**config.mk**
```make
export PLATFORM = sky130hd
export DESIGN_NAME = odc_port_config
export DESIGN_NICKNAME = d
export VERILOG_FILES = /design/src/include/odc_pkg.sv /design/src/rtl/odc_port_config.sv
export SDC_FILE = /design/constraint.sdc
export NUM_CORES = 1
export LEC_CHECK = 0
export BUFFER_PORTS_ARGS = -buffer_cell sky130_fd_sc_hd__buf_2
export CORE_MARGIN = 1.5
export CORE_UTILIZATION = 40
export CTS_CLUSTER_DIAMETER = 50
export DETAILED_ROUTE_END_ITERATION = 6
export PLACE_DENSITY = 0.61
export SYNTH_ARGS = -nofsm -noshare
export SYNTH_HDL_FRONTEND = slang
export SYNTH_SLANG_ARGS = --single-unit
```
**constraint.sdc**
```tcl
create_clock -name mclk_i -period 4.2 [get_ports mclk_i]
set_input_delay 1.26 -clock mclk_i [delete_from_list [all_inputs] [get_ports mclk_i]]
set_output_delay 1.26 -clock mclk_i [all_outputs]
set_load 0.03 [all_outputs]
```
**src/include/odc_pkg.sv**
```systemverilog
`default_nettype none

package odc_pkg;

   // Card configurations, port roles, client kinds and trunk line rates.
   typedef enum logic [2:0] {CFG_TXP, CFG_STD_REGEN, CFG_ENH_REGEN, CFG_LAN_WAN, CFG_SPLIT_PROT} cfg_e;
   typedef enum logic [1:0] {ROLE_UNUSED, ROLE_CLIENT, ROLE_TRUNK} role_e;
   typedef enum logic [1:0] {CL_SONET, CL_LAN, CL_FC, CL_FIVE_GIG_DOUBLE_RATE} client_e;
   typedef enum logic [2:0] {RATE_OTU2, RATE_OTU2E_NFS, RATE_OTU2E_FS, RATE_FC_OC, RATE_PROP} rate_e;

   // Number of legal configuration codes.
   localparam logic [2:0] CFG_COUNT = 3'h5;

   // Register byte offsets.
   localparam logic [7:0] OFS_CFG = 8'h00;
   localparam logic [7:0] OFS_FEC = 8'h04;
   localparam logic [7:0] OFS_CLIENT = 8'h08;
   localparam logic [7:0] OFS_MTU = 8'h0C;
   localparam logic [7:0] OFS_CREATE = 8'h10;
   localparam logic [7:0] OFS_STAT = 8'h14;
   localparam logic [7:0] OFS_OVSZ = 8'h18;
   localparam logic [7:0] OFS_RUNT = 8'h1C;

   // Field positions.
   localparam int CFG_NFS_BIT = 4;
   localparam int CLIENT_CH1_LSB = 4;
   localparam int STAT_REJ_BIT = 0;

   // Reset values and frame limits.
   localparam logic [15:0] MTU_RST = 16'h05EE;
   localparam logic [15:0] FRAME_MIN = 16'h0040;
   localparam logic [3:0] CREATED_RST = 4'hF;

   // Standard Reed-Solomon codeword, total and data symbols.
   localparam logic [7:0] RS_N = 8'hFF;
   localparam logic [7:0] RS_K = 8'hEF;

   // Client frame event: channel and length in bytes.
   typedef struct packed {
      logic vld;
      logic ch;
      logic [15:0] len;
   } frm_s;

   // Card state that drives the optics and framers.
   typedef struct packed {
      role_e [3:0] role;
      logic [3:0] enhanced_error_correction;
      logic [3:0] rs_std;
      logic [3:0] otu_frm;
      logic [3:0] created;
      rate_e [1:0] rate;
      logic lan_wan;
      logic nfs;
      logic [1:0] ycab_ok;
      logic [1:0] odu1_mux;
   } stat_s;

endpackage : odc_pkg

`default_nettype wire

```
**src/rtl/odc_port_config.sv**
```systemverilog
// Behaviour
// - Transponder and LAN-to-WAN make ports 1,2 clients; split-protected only port 1.
// - Transponder, LAN-to-WAN and split-protected make ports 3,4 trunks.
// - Standard regenerator makes all four ports OTU2 trunks.
// - Enhanced regenerator uses ports 3,4 as trunks, ports 1,2 unused.
// - Split-protected trunks 3 and 4 each take either FEC independently.
// - Reset brings transponder configuration with standard FEC on both trunks.
// - In transponder or standard regenerator, creating one port creates its pair.
// - Regenerator allows enhanced FEC only on ports 3,4; ports 1,2 standard.
// - Entering standard regenerator defaults ports 3,4 to standard FEC.
// - Entering enhanced regenerator defaults ports 3,4 to enhanced FEC.
// - Trunk line rate does not depend on the FEC mode.
// - Standard mode applies Reed-Solomon 255/239 trunk coding.
// - Enhanced mode keeps transport unit framing, gain above 8 dB.
// - Ethernet clients accept 64-byte minimum frames; maximum size is provisionable.
// - Fixed/no-fixed stuff selection only acts in transponder configuration.
// - LAN-to-WAN conversion acts on the first channel only.
// - No Y-cable protection on the converted pair.
// - SONET or WAN clients use the 10.70923 Gbps trunk rate.
// - LAN clients use 11.0491 Gbps with no-fixed-stuff, else 11.0957 Gbps.
// - Fibre Channel clients use the 11.3168 Gbps overclocked rate.
// - Frames up to 65535 bytes pass; size limit only counts oversize.
// - Regenerator configurations pass ODU1-multiplexed OTU2 signals.
//
// Strobed register access and the placing of the registers were chosen for this implementation.
`timescale 1ns/10ps
`default_nettype none

module odc_port_config (
   // Clock and reset.
   input wire logic mclk_i,
   input wire logic rstn_i,
   // Register port.
   input wire logic [7:0] addr_i,
   input wire logic [31:0] wdata_i,
   input wire logic wr_i,
   input wire logic rd_i,
   output logic [31:0] rdata_o,
   // Client frame events and trunk forwarding.
   input wire odc_pkg::frm_s frm_i,
   output odc_pkg::frm_s fwd_o,
   // Card state.
   output odc_pkg::stat_s stat_o
);

   // Role of one port under a given configuration.
   function automatic odc_pkg::role_e role_f(input odc_pkg::cfg_e cfg, input int idx);
      odc_pkg::role_e r;
      r = odc_pkg::ROLE_TRUNK;
      case (cfg)
         odc_pkg::CFG_TXP, odc_pkg::CFG_LAN_WAN: begin
            r = (idx < 2) ? odc_pkg::ROLE_CLIENT : odc_pkg::ROLE_TRUNK;
         end
         odc_pkg::CFG_STD_REGEN: begin
            r = odc_pkg::ROLE_TRUNK;
         end
         odc_pkg::CFG_ENH_REGEN: begin
            r = (idx < 2) ? odc_pkg::ROLE_UNUSED : odc_pkg::ROLE_TRUNK;
         end
         odc_pkg::CFG_SPLIT_PROT: begin
            r = (idx == 0) ? odc_pkg::ROLE_CLIENT : (idx == 1) ? odc_pkg::ROLE_UNUSED : odc_pkg::ROLE_TRUNK;
         end
         default: begin
            r = odc_pkg::ROLE_TRUNK;
         end
      endcase
      return r;
   endfunction : role_f

   // Trunk line rate for a client kind; FEC mode is not an input.
   function automatic odc_pkg::rate_e rate_f(input odc_pkg::client_e cl, input logic nfs);
      odc_pkg::rate_e r;
      r = odc_pkg::RATE_OTU2;
      case (cl)
         odc_pkg::CL_SONET: begin
            r = odc_pkg::RATE_OTU2;
         end
         odc_pkg::CL_LAN: begin
            r = nfs ? odc_pkg::RATE_OTU2E_NFS : odc_pkg::RATE_OTU2E_FS;
         end
         odc_pkg::CL_FC: begin
            r = odc_pkg::RATE_FC_OC;
         end
         default: begin
            r = odc_pkg::RATE_PROP;
         end
      endcase
      return r;
   endfunction : rate_f

   // Software-held state.
   odc_pkg::cfg_e cfg_reg;
   logic nfs_reg;
   logic [3:0] fec_reg;
   odc_pkg::client_e [1:0] client_reg;
   logic [15:0] mtu_reg;
   logic [3:0] created_reg;
   logic rej_reg;
   logic [15:0] ovsz_reg;
   logic [15:0] runt_reg;
   logic [31:0] rdata_reg;
   odc_pkg::frm_s fwd_reg;
   odc_pkg::stat_s stat_reg;

   // Next values.
   odc_pkg::cfg_e cfg_next;
   logic [3:0] fec_next;
   logic [3:0] created_next;
   odc_pkg::stat_s stat_next;
   logic [31:0] rdata_next;

   // Write decode.
   wire wr_cfg = wr_i && (addr_i == odc_pkg::OFS_CFG);
   wire wr_fec = wr_i && (addr_i == odc_pkg::OFS_FEC);
   wire wr_client = wr_i && (addr_i == odc_pkg::OFS_CLIENT);
   wire wr_mtu = wr_i && (addr_i == odc_pkg::OFS_MTU);
   wire wr_create = wr_i && (addr_i == odc_pkg::OFS_CREATE);
   wire wr_stat = wr_i && (addr_i == odc_pkg::OFS_STAT);
   wire cfg_ok = wdata_i[2:0] < odc_pkg::CFG_COUNT;
   wire odc_pkg::cfg_e cfg_wr = odc_pkg::cfg_e'(wdata_i[2:0]);

   // Configuration classes.
   wire is_txp = cfg_reg == odc_pkg::CFG_TXP;
   wire is_regen = (cfg_reg == odc_pkg::CFG_STD_REGEN) || (cfg_reg == odc_pkg::CFG_ENH_REGEN);
   wire is_lan_wan = cfg_reg == odc_pkg::CFG_LAN_WAN;
   wire fec_rej = wr_fec && is_regen && (wdata_i[1:0] != 2'h0);

   // New configuration is taken only for a legal code.
   assign cfg_next = (wr_cfg && cfg_ok) ? cfg_wr : cfg_reg;

   // FEC selection with defaults on a configuration change.
   always_comb begin
      fec_next = fec_reg;
      if (wr_cfg && cfg_ok) begin
         case (cfg_wr)
            odc_pkg::CFG_STD_REGEN: begin
               fec_next = 4'h0;
            end
            odc_pkg::CFG_ENH_REGEN: begin
               fec_next = 4'hC;
            end
            default: begin
               fec_next = {fec_reg[3:2], 2'h0};
            end
         endcase
      end else if (wr_fec && !fec_rej) begin
         fec_next = {wdata_i[3:2], is_regen ? 2'h0 : 2'h0};
      end
   end

   wire pair_mode = is_txp || is_regen;
   wire [3:0] create_req = wdata_i[3:0] | (pair_mode ? {wdata_i[1:0], wdata_i[3:2]} : 4'h0);
   always_comb begin
      created_next = created_reg;
      if (wr_cfg && cfg_ok) begin
         created_next = (cfg_wr == odc_pkg::CFG_ENH_REGEN) ? {created_reg[3:2], 2'h0} : created_reg;
      end else if (wr_create) begin
         created_next = created_reg | create_req;
         if (cfg_reg == odc_pkg::CFG_ENH_REGEN) begin
            created_next[1:0] = 2'h0;
         end
      end
   end

   // Port roles, one decode per port.
   generate
      for (genvar p = 0; p < 4; p++) begin : g_port
         assign stat_next.role[p] = role_f(cfg_reg, p);
         assign stat_next.rs_std[p] = (stat_next.role[p] == odc_pkg::ROLE_TRUNK) && !fec_reg[p];
         assign stat_next.otu_frm[p] = stat_next.role[p] == odc_pkg::ROLE_TRUNK;
      end
   endgenerate

   wire nfs_eff = nfs_reg && is_txp;

   // Remaining card state.
   assign stat_next.enhanced_error_correction = fec_reg;
   assign stat_next.created = created_reg;
   assign stat_next.lan_wan = is_lan_wan;
   assign stat_next.nfs = nfs_eff;
   assign stat_next.rate[0] = is_lan_wan ? odc_pkg::RATE_OTU2 : rate_f(client_reg[0], nfs_eff);
   assign stat_next.rate[1] = rate_f(client_reg[1], nfs_eff);
   assign stat_next.ycab_ok = {1'b1, !is_lan_wan};
   assign stat_next.odu1_mux = {2{is_regen}};

   // Frame checks against fixed minimum and provisioned maximum.
   wire frm_runt = frm_i.vld && (frm_i.len < odc_pkg::FRAME_MIN);
   wire frm_ovsz = frm_i.vld && (frm_i.len > mtu_reg);

   // Read data multiplexer.
   always_comb begin
      rdata_next = 32'h0;
      case (addr_i)
         odc_pkg::OFS_CFG: begin
            rdata_next = {27'h0, nfs_reg, 1'b0, cfg_reg};
         end
         odc_pkg::OFS_FEC: begin
            rdata_next = {28'h0, fec_reg};
         end
         odc_pkg::OFS_CLIENT: begin
            rdata_next = {26'h0, client_reg[1], 2'h0, client_reg[0]};
         end
         odc_pkg::OFS_MTU: begin
            rdata_next = {16'h0, mtu_reg};
         end
         odc_pkg::OFS_CREATE: begin
            rdata_next = {28'h0, created_reg};
         end
         odc_pkg::OFS_STAT: begin
            rdata_next = {31'h0, rej_reg};
         end
         odc_pkg::OFS_OVSZ: begin
            rdata_next = {16'h0, ovsz_reg};
         end
         odc_pkg::OFS_RUNT: begin
            rdata_next = {16'h0, runt_reg};
         end
         default: begin
            rdata_next = 32'h0;
         end
      endcase
   end

   // Configuration registers.
   // reset to transponder, standard FEC
   always_ff @(posedge mclk_i or negedge rstn_i) begin
      if (!rstn_i) begin
         cfg_reg <= odc_pkg::CFG_TXP;
         fec_reg <= 4'h0;
         created_reg <= odc_pkg::CREATED_RST;
         nfs_reg <= 1'b0;
      end else begin
         cfg_reg <= cfg_next;
         fec_reg <= fec_next;
         created_reg <= created_next;
         if (wr_cfg) begin
            nfs_reg <= wdata_i[odc_pkg::CFG_NFS_BIT];
         end
      end
   end

   // Client kinds and size limit.
   // provisionable maximum
   always_ff @(posedge mclk_i or negedge rstn_i) begin
      if (!rstn_i) begin
         client_reg <= '{odc_pkg::CL_SONET, odc_pkg::CL_SONET};
         mtu_reg <= odc_pkg::MTU_RST;
      end else begin
         if (wr_client) begin
            client_reg[0] <= odc_pkg::client_e'(wdata_i[1:0]);
            client_reg[1] <= odc_pkg::client_e'(wdata_i[odc_pkg::CLIENT_CH1_LSB +: 2]);
         end
         if (wr_mtu) begin
            mtu_reg <= wdata_i[15:0];
         end
      end
   end

   // Sticky reject flag; a new reject wins over the clear.
   // sticky reject flag
   always_ff @(posedge mclk_i or negedge rstn_i) begin
      if (!rstn_i) begin
         rej_reg <= 1'b0;
      end else if (fec_rej) begin
         rej_reg <= 1'b1;
      end else if (wr_stat && wdata_i[odc_pkg::STAT_REJ_BIT]) begin
         rej_reg <= 1'b0;
      end
   end

   // Frame forwarding and counters.
   // forward regardless of limit
   always_ff @(posedge mclk_i or negedge rstn_i) begin
      if (!rstn_i) begin
         fwd_reg <= '0;
         ovsz_reg <= 16'h0;
         runt_reg <= 16'h0;
      end else begin
         fwd_reg <= frm_i;
         fwd_reg.vld <= frm_i.vld && !frm_runt;
         ovsz_reg <= ovsz_reg + {15'h0, frm_ovsz && !frm_runt};
         runt_reg <= runt_reg + {15'h0, frm_runt};
      end
   end

   // Output registers.
   always_ff @(posedge mclk_i or negedge rstn_i) begin
      if (!rstn_i) begin
         rdata_reg <= 32'h0;
         stat_reg <= '0;
      end else begin
         rdata_reg <= rd_i ? rdata_next : 32'h0;
         stat_reg <= stat_next;
      end
   end

   assign rdata_o = rdata_reg;
   assign fwd_o = fwd_reg;
   assign stat_o = stat_reg;

   // Goes high one edge after reset, once stat_o carries a real decode rather than the reset zeros.
   logic prop_live_reg;
   always_ff @(posedge mclk_i or negedge rstn_i) begin
      if (!rstn_i) begin
         prop_live_reg <= 1'b0;
      end else begin
         prop_live_reg <= 1'b1;
      end
   end
endmodule : odc_port_config

`default_nettype wire

```
==> impl_results.md, run 1 <==
- Synth cell types: 51
- Die Span Y: 119 um
- Grt total ovfl: 0
- Chip Width: 119 um
- Synthesis Warnings: 0
- Largest net degree at the start of global routing: 74
- Cts hold-fix bufs: 0
- Vias per cell: 4.91
- WL/cell: 14.8 um
- CP peak stage delay: 500 ps
- CP max stage cell: o41ai_1
- Area contributors post-synth: dfrtp_1, dfstp_2, ha_1
- GP Congestion: 0.826
- Root Buffer: clkbuf_16
- Most used DFF post-synth: dfrtp_1
- GRT Overall Usage: 17.5%
- Setup Slack @ Placement: 760 ps
- CTS tree: built
- P&R area growth vs syn: 22.1%
- Worst Setup SP: frm_i[14]
- Sequential fraction of the synthesis area: 55.4%
- # DRC: 0
- Most numerous cell in the Yosys netlist: dfrtp_1
- Peak supply drop: 0.000317 V
- Final WL: 11700 um
- Register bit total from synthesis: 119
- Combinational family with the most area after synthesis: simple AND/OR/NAND/NOR gates
- Max reg flops: 22
- DR pass1 iterations: 4
- FFs w/ async S/R, synth: 100%
- Worst rel slew slack: 50.0%
- Setup WS post-layout: 1100 ps
- RSZ-0062 raised after global routing: no
- Worst-Margin Slew: 745 ps
- Final Net Count: 685
- Fmax: 0.323 GHz
- H-tree levels: 4
- Fin crit period: 3100 ps
- Setup Fix Bufs, Post-CTS: 0
- Vias in the first global route: 3709
- Ports: 148
- Worst Setup End Kind: flip-flop
- Number of synthesized flops with an enable pin: 0
- CTS resizes: 0
- Max Slew Vio Count: 0
- Synth Area in Adders: 4.63%
- Share of cells above drive strength 1: 28.6%
- Status: finished, final reports clean
- Worst r2r src: mtu_reg[10]
- Die area: 14200 sq um
- Post-synth top area share: 49.6%
- Clock sink count: 119
- Synth Area in Simple Gates: 14.0%
- Initial antenna violation count: 0
- Global-route wire length before repair: 18900 um
- Max-Cap Viols: 0
- PD cells: 453 nW/um^2
- Setup CP Type: in2reg
- N_diodes: 0
- Final period util: 73.7%
- Synth Instances: 499
- Syn Std Cell Area: 5400 sq um
- DP HPWL: 8390 um
- CP startpoint kind: primary input
- Final setup viols: 0
- Initial core utilization: 40.9%
- Vias: 3891
- Critical path arrival: 3430 ps
- Mean Syn Cell Area: 10.8 sq um
- Crit path top cell by count: ha_1
- Post-route ant nets: 0
- Synth Area in Compound Gates: 9.87%
- Iter 0 DRT Violations: 121
- Clk_skew: 11.6 ps
- Hold path start: created_reg[2]
- Synth Area in XOR/XNOR: 4.87%
- Leakage power: 3.31 nW
- Port bufs: 111
- Max Fanout on Critical Path: 4
- Core area: 13200 sq um
- # rows: 42
- Post-synth top area cell: dfrtp_1
- Worst-Skew Late Latency: 420 ps
- Critical path, cell by cell: buf_2 > ha_1 > nand4_1 > o41ai_1 > a21oi_1 > ha_1 > ha_1 > and3_1 > nand2_1 > xnor2_1
- Mux contribution to synthesized area: 3.87%
- Total power: 2.99 mW
- Fin. Hold Viols: 0
- Final Util: 50.0%
- Fill count: 1217
- Num CTS Buffers: 17
- Worst min path class: reg2reg
- CP Data Required Time: 4530 ps
- Clock Tree Buf Depth: 2
- Final Hold Slack: 410 ps
- Post-synth top cells: dfrtp_1, nand2_1, nor2_1, o21ai_0, buf_4
- Clk slew on worst S/H paths: 50 ps
- Final setup TNS: 0 ps
==> critical path: cells and delay by family <==
kind | cells | cell delay, ps
AOI/OAI and AO/OA | 2 | 610
adders and majority gates | 3 | 810
and+or+nand+nor | 3 | 500
buffers and inverters | 1 | 110
xor gates and xnor gates | 1 | 130
==> power breakdown <==
group / switching (mW) / total (mW) / internal (mW)
registers: 0.0325 / 1.24 / 1.21
clock network: 0.486 / 1.44 / 0.953
logic: 0.210 / 0.306 / 0.0961
total: 0.729 / 2.99 / 2.26
==> final cells by class <==
type / instances / area, sq um / area share, %
well taps: 176 / 220 / 3.34
repair buffers: 116 / 608 / 9.22
clock inverters: 11 / 130 / 1.97
flip-flops and latches: 119 / 2990 / 45.4
clock buffers: 21 / 460 / 6.98
multi-input cells: 326 / 2100 / 31.8
inverters: 23 / 86.3 / 1.31
==> metrics by stage <==
step	cell area [sq um]	instances
CTS	6600	792
detailed placement	6000	760
global placement	6000	760
finish	6600	792
floorplan	5470	518
global route	6600	792
==> worst paths after layout <==
path	slack, ps	cells past startpoint	endpoint
max reg2reg	1540	10	ovsz_reg[12]
min in group asynchronous	850	1	stat_o[4]
max	1100	10	ovsz_reg[12]
min reg2reg	410	0	stat_o[14]
max in group asynchronous	2530	2	mtu_reg[5]
min	410	0	stat_o[14]
==> kinds of logic (layout without fill, tap and decap cells) <==
family	count (synthesis)	in the layout
multiplexers	16	16
AO/OA/AOI/OAI	89	89
XOR/XNOR	30	30
buffers and inverters	73	171
AND/OR/NAND/NOR	150	150
flip-flops	119	119
other	2	21
adder cells (fa/ha/maj)	20	20
==> layer usage <==
layer	global-route usage [%]	share of wire, %	wire length (um)	vias to the layer above
li1	-	-	-	1877
met1	22.2	45	5280	1881
met2	28.6	49	5710	117
met3	4.89	4.8	563	16
met4	6.78	1.6	188	0
met5	0	0	0	-
==> placed cells by master, fill, tap and decap left out, types with 4 or more instances in the layout <==
cell and count:
buf_2 110, dfrtp_1 107, nand2_1 43, nor2_1 34
o21ai_0 34, xnor2_1 24, a21oi_1 24, inv_1 23
conb_1 21, ha_1 20, nand3_1 19, clkbuf_16 17
a22oi_1 12, dfstp_2 12, mux2_2 9, nand4_1 8
and3_1 8, clkinv_2 8, xor2_1 6, nor2b_1 5
buf_4 5, nand2b_1 4, nor3_1 4, nor3b_1 4
mux2i_1 4
Note: power is estimated with default switching activity, not from simulation.
==> run 2: changes to the inputs <==
--- a/config.mk
+++ b/config.mk
@@ -5,12 +5,13 @@
 export SDC_FILE = /design/constraint.sdc
 export NUM_CORES = 1
 export LEC_CHECK = 0
+export ABC_AREA = 1
 export BUFFER_PORTS_ARGS = -buffer_cell sky130_fd_sc_hd__buf_2
 export CORE_MARGIN = 1.5
 export CORE_UTILIZATION = 40
 export CTS_CLUSTER_DIAMETER = 50
 export DETAILED_ROUTE_END_ITERATION = 6
-export PLACE_DENSITY = 0.61
+export PLACE_DENSITY = 0.6
 export SYNTH_ARGS = -nofsm -noshare
 export SYNTH_HDL_FRONTEND = slang
 export SYNTH_SLANG_ARGS = --single-unit
==> constraint.sdc (replaced) <==
create_clock -name mclk_i -period 3.2 [get_ports mclk_i]
set_input_delay 0.96 -clock mclk_i [delete_from_list [all_inputs] [get_ports mclk_i]]
set_output_delay 0.96 -clock mclk_i [all_outputs]
set_load 0.03 [all_outputs]
==> run 2 against run 1 <==
Net effect: total power is 30% higher; die area is 6.5% higher; clock power is 36% higher; sequential power is 29% higher; worst setup slack worse by 780 ps; utilization is 0.29 points higher; hold slack worse by 33 ps; routed wire length is 8.3% higher; sequential share of layout area is 2.8 points lower; clock skew is 5.1 ps lower; non-clock buffer count is 6 higher; synthesized cell count is 26% higher; critical endpoint unchanged; largest power group unchanged.
==> impl_results.md, run 2 <==
- Initial antenna violation count: 0
- Final period util: 89.8%
- CTS tree: built
- Iter 0 DRT Violations: 296
- Clk_skew: 6.52 ps
- RSZ-0062 raised after global routing: no
- # rows: 43
- Total power: 3.89 mW
- Met2 WL: 6160 um
- Final Hold Slack: 377 ps
- Register bit total from synthesis: 119
- WL met3: 525 um
- CP peak stage delay: 300 ps
- Peak supply drop: 0.000387 V
- Largest net degree at the start of global routing: 110
- Worst Setup SP: frm_i[15]
- Share of cells above drive strength 1: 27.0%
- Fin crit period: 2870 ps
- Worst rel slew slack: 60.8%
- Final setup TNS: 0 ps
- Grt total ovfl: 0
- Status: finished, final reports clean
- P&R area growth vs syn: 22.1%
- N_diodes: 0
- Setup CP Type: in2reg
- Syn Std Cell Area: 5760 sq um
- DP HPWL: 9570 um
- Most used DFF post-synth: dfrtp_1
- DR pass1 iterations: 4
- Number of synthesized flops with an enable pin: 0
- Num CTS Buffers: 17
- Setup Fix Bufs, Post-CTS: 0
- CP Data Required Time: 3500 ps
- Synthesis Warnings: 0
- CP max stage cell: ha_1
- PD cells: 552 nW/um^2
- Vias in the first global route: 4288
- Ports: 148
- Worst-Margin Slew: 587 ps
- Max Fanout on Critical Path: 3
- Clock sink count: 119
- Vias: 4401
- Fmax: 0.348 GHz
- WL/cell: 13.5 um
- CP Buf/Inv Count: 1
- Initial core utilization: 41.2%
- Worst Setup End Kind: flip-flop
- Chip Width: 123 um
- Worst min path class: in2async
- Root Buffer: clkbuf_16
- Critical path arrival: 3170 ps
- Final Net Count: 833
- Register Area: 2990 sq um
- Final setup viols: 0
- Max reg flops: 22
- FFs w/ async S/R, synth: 100%
- Post-synth top area cell: dfrtp_1
- Leakage power: 3.89 nW
- Worst r2r src: mtu_reg[3]
- Worst-Skew Late Latency: 420 ps
- Cts hold-fix bufs: 0
- Vias per cell: 4.66
- GP Congestion: 0.845
- Fill count: 1312
- Synth cell types: 38
- Mean Syn Cell Area: 9.14 sq um
- CP startpoint kind: primary input
- Fin. Hold Viols: 0
- Port bufs: 111
- Sequential fraction of the synthesis area: 52.0%
- Critical path, cell by cell: buf_2 > ha_1 > nand2_1 > nor2_1 > and2_1 > nand2_1 > a21oi_1 > ha_1 > ha_1 > nand2_1 > nor2_1 > nand3_1 > nor2_1 > nand3_1 > xor2_1
- GRT Overall Usage: 18.2%
- Area of the multi-input gates: 2210 sq um
- Most frequent cells in the layout: nand2_1, buf_2, dfrtp_1
- Die Span Y: 123 um
- Die area: 15100 sq um
- CP top delay family: simple AND/OR/NAND/NOR gates
- Clock Tree Buf Depth: 2
- Global-route wire length before repair: 20900 um
- Clk slew on worst S/H paths: 50 ps
- Max Slew Vio Count: 0
- H-tree levels: 4
- Area contributors post-synth: dfrtp_1, nand2_1, dfstp_2
- # DRC: 0
- DR top layer: met4
- Metal1 wirelength: 5710 um
- Synth Instances: 630
- CTS resizes: 0
- Final WL: 12700 um
- Max-Cap Viols: 0
- Most numerous cell in the Yosys netlist: nand2_1
- Post-route ant nets: 0
- Post-synth top cells: nand2_1, dfrtp_1, inv_1
- Post-synth top area share: 46.5%
- Core area: 14000 sq um
[run 2: cell type report]
class / instances / share of cell area, %
Tap cell: 180 / 3.20
Inverter: 87 / 4.71
Multi-Input combinational cell: 404 / 31.4
Clock buffer: 24 / 7.13
Sequential cell: 119 / 42.5
Timing Repair Buffer: 122 / 9.28
Clock inverter: 8 / 1.67
[run 2: final timing paths]
check | slack [ps] | cells past startpoint | endpoint
min in group mclk_i | 420 | 0 | stat_o[14]
setup reg to reg | 440 | 18 | ovsz_reg[12]
hold / removal | 380 | 1 | fwd_o[12]
max in group asynchronous | 2020 | 2 | rdata_o[7]
setup / recovery | 330 | 15 | ovsz_reg[12]
hold reg to reg | 420 | 0 | stat_o[14]
[run 2: routing by layer]
layer / vias to the layer above / GRT usage (%)
met3: 21 / 4.34
met5: - / 0
met1: 2090 / 23.0
met2: 96 / 29.5
li1: 2194 / -
met4: 0 / 8.62
[run 2: where the power goes]
| group | total [mW] | switching, mW | internal [mW] | leakage [nW] |
|---|---|---|---|---|
| sequential | 1.60 | 0.0286 | 1.57 | 1.45 |
| clock | 1.96 | 0.636 | 1.32 | 0.306 |
| combinational | 0.334 | 0.240 | 0.0942 | 2.13 |
[run 2: cell families (layout without fill, tap and decap cells)]
group,count (synthesis),count (layout),synth area share (%)
compound gates,76,76,7.95
xor+xnor,27,27,4.11
fa+ha+maj,20,20,4.34
buf+inv,126,241,10.9
flops,119,119,52.0
other cells,2,21,0.130
simple gates,260,260,20.6
[run 2: stage by stage]
stage / setup WS, ps / util, % / area, sq um / instances
2_1_floorplan: 309 / - / 5830 / 649
3_3_place_gp: -63.9 / 45.9 / 6410 / 912
3_5_place_dp: -108 / 45.9 / 6410 / 912
4_1_cts: 291 / 50.3 / 7030 / 944
5_1_grt: 13.3 / 50.3 / 7030 / 944
6_report: 328 / 50.3 / 7030 / 944
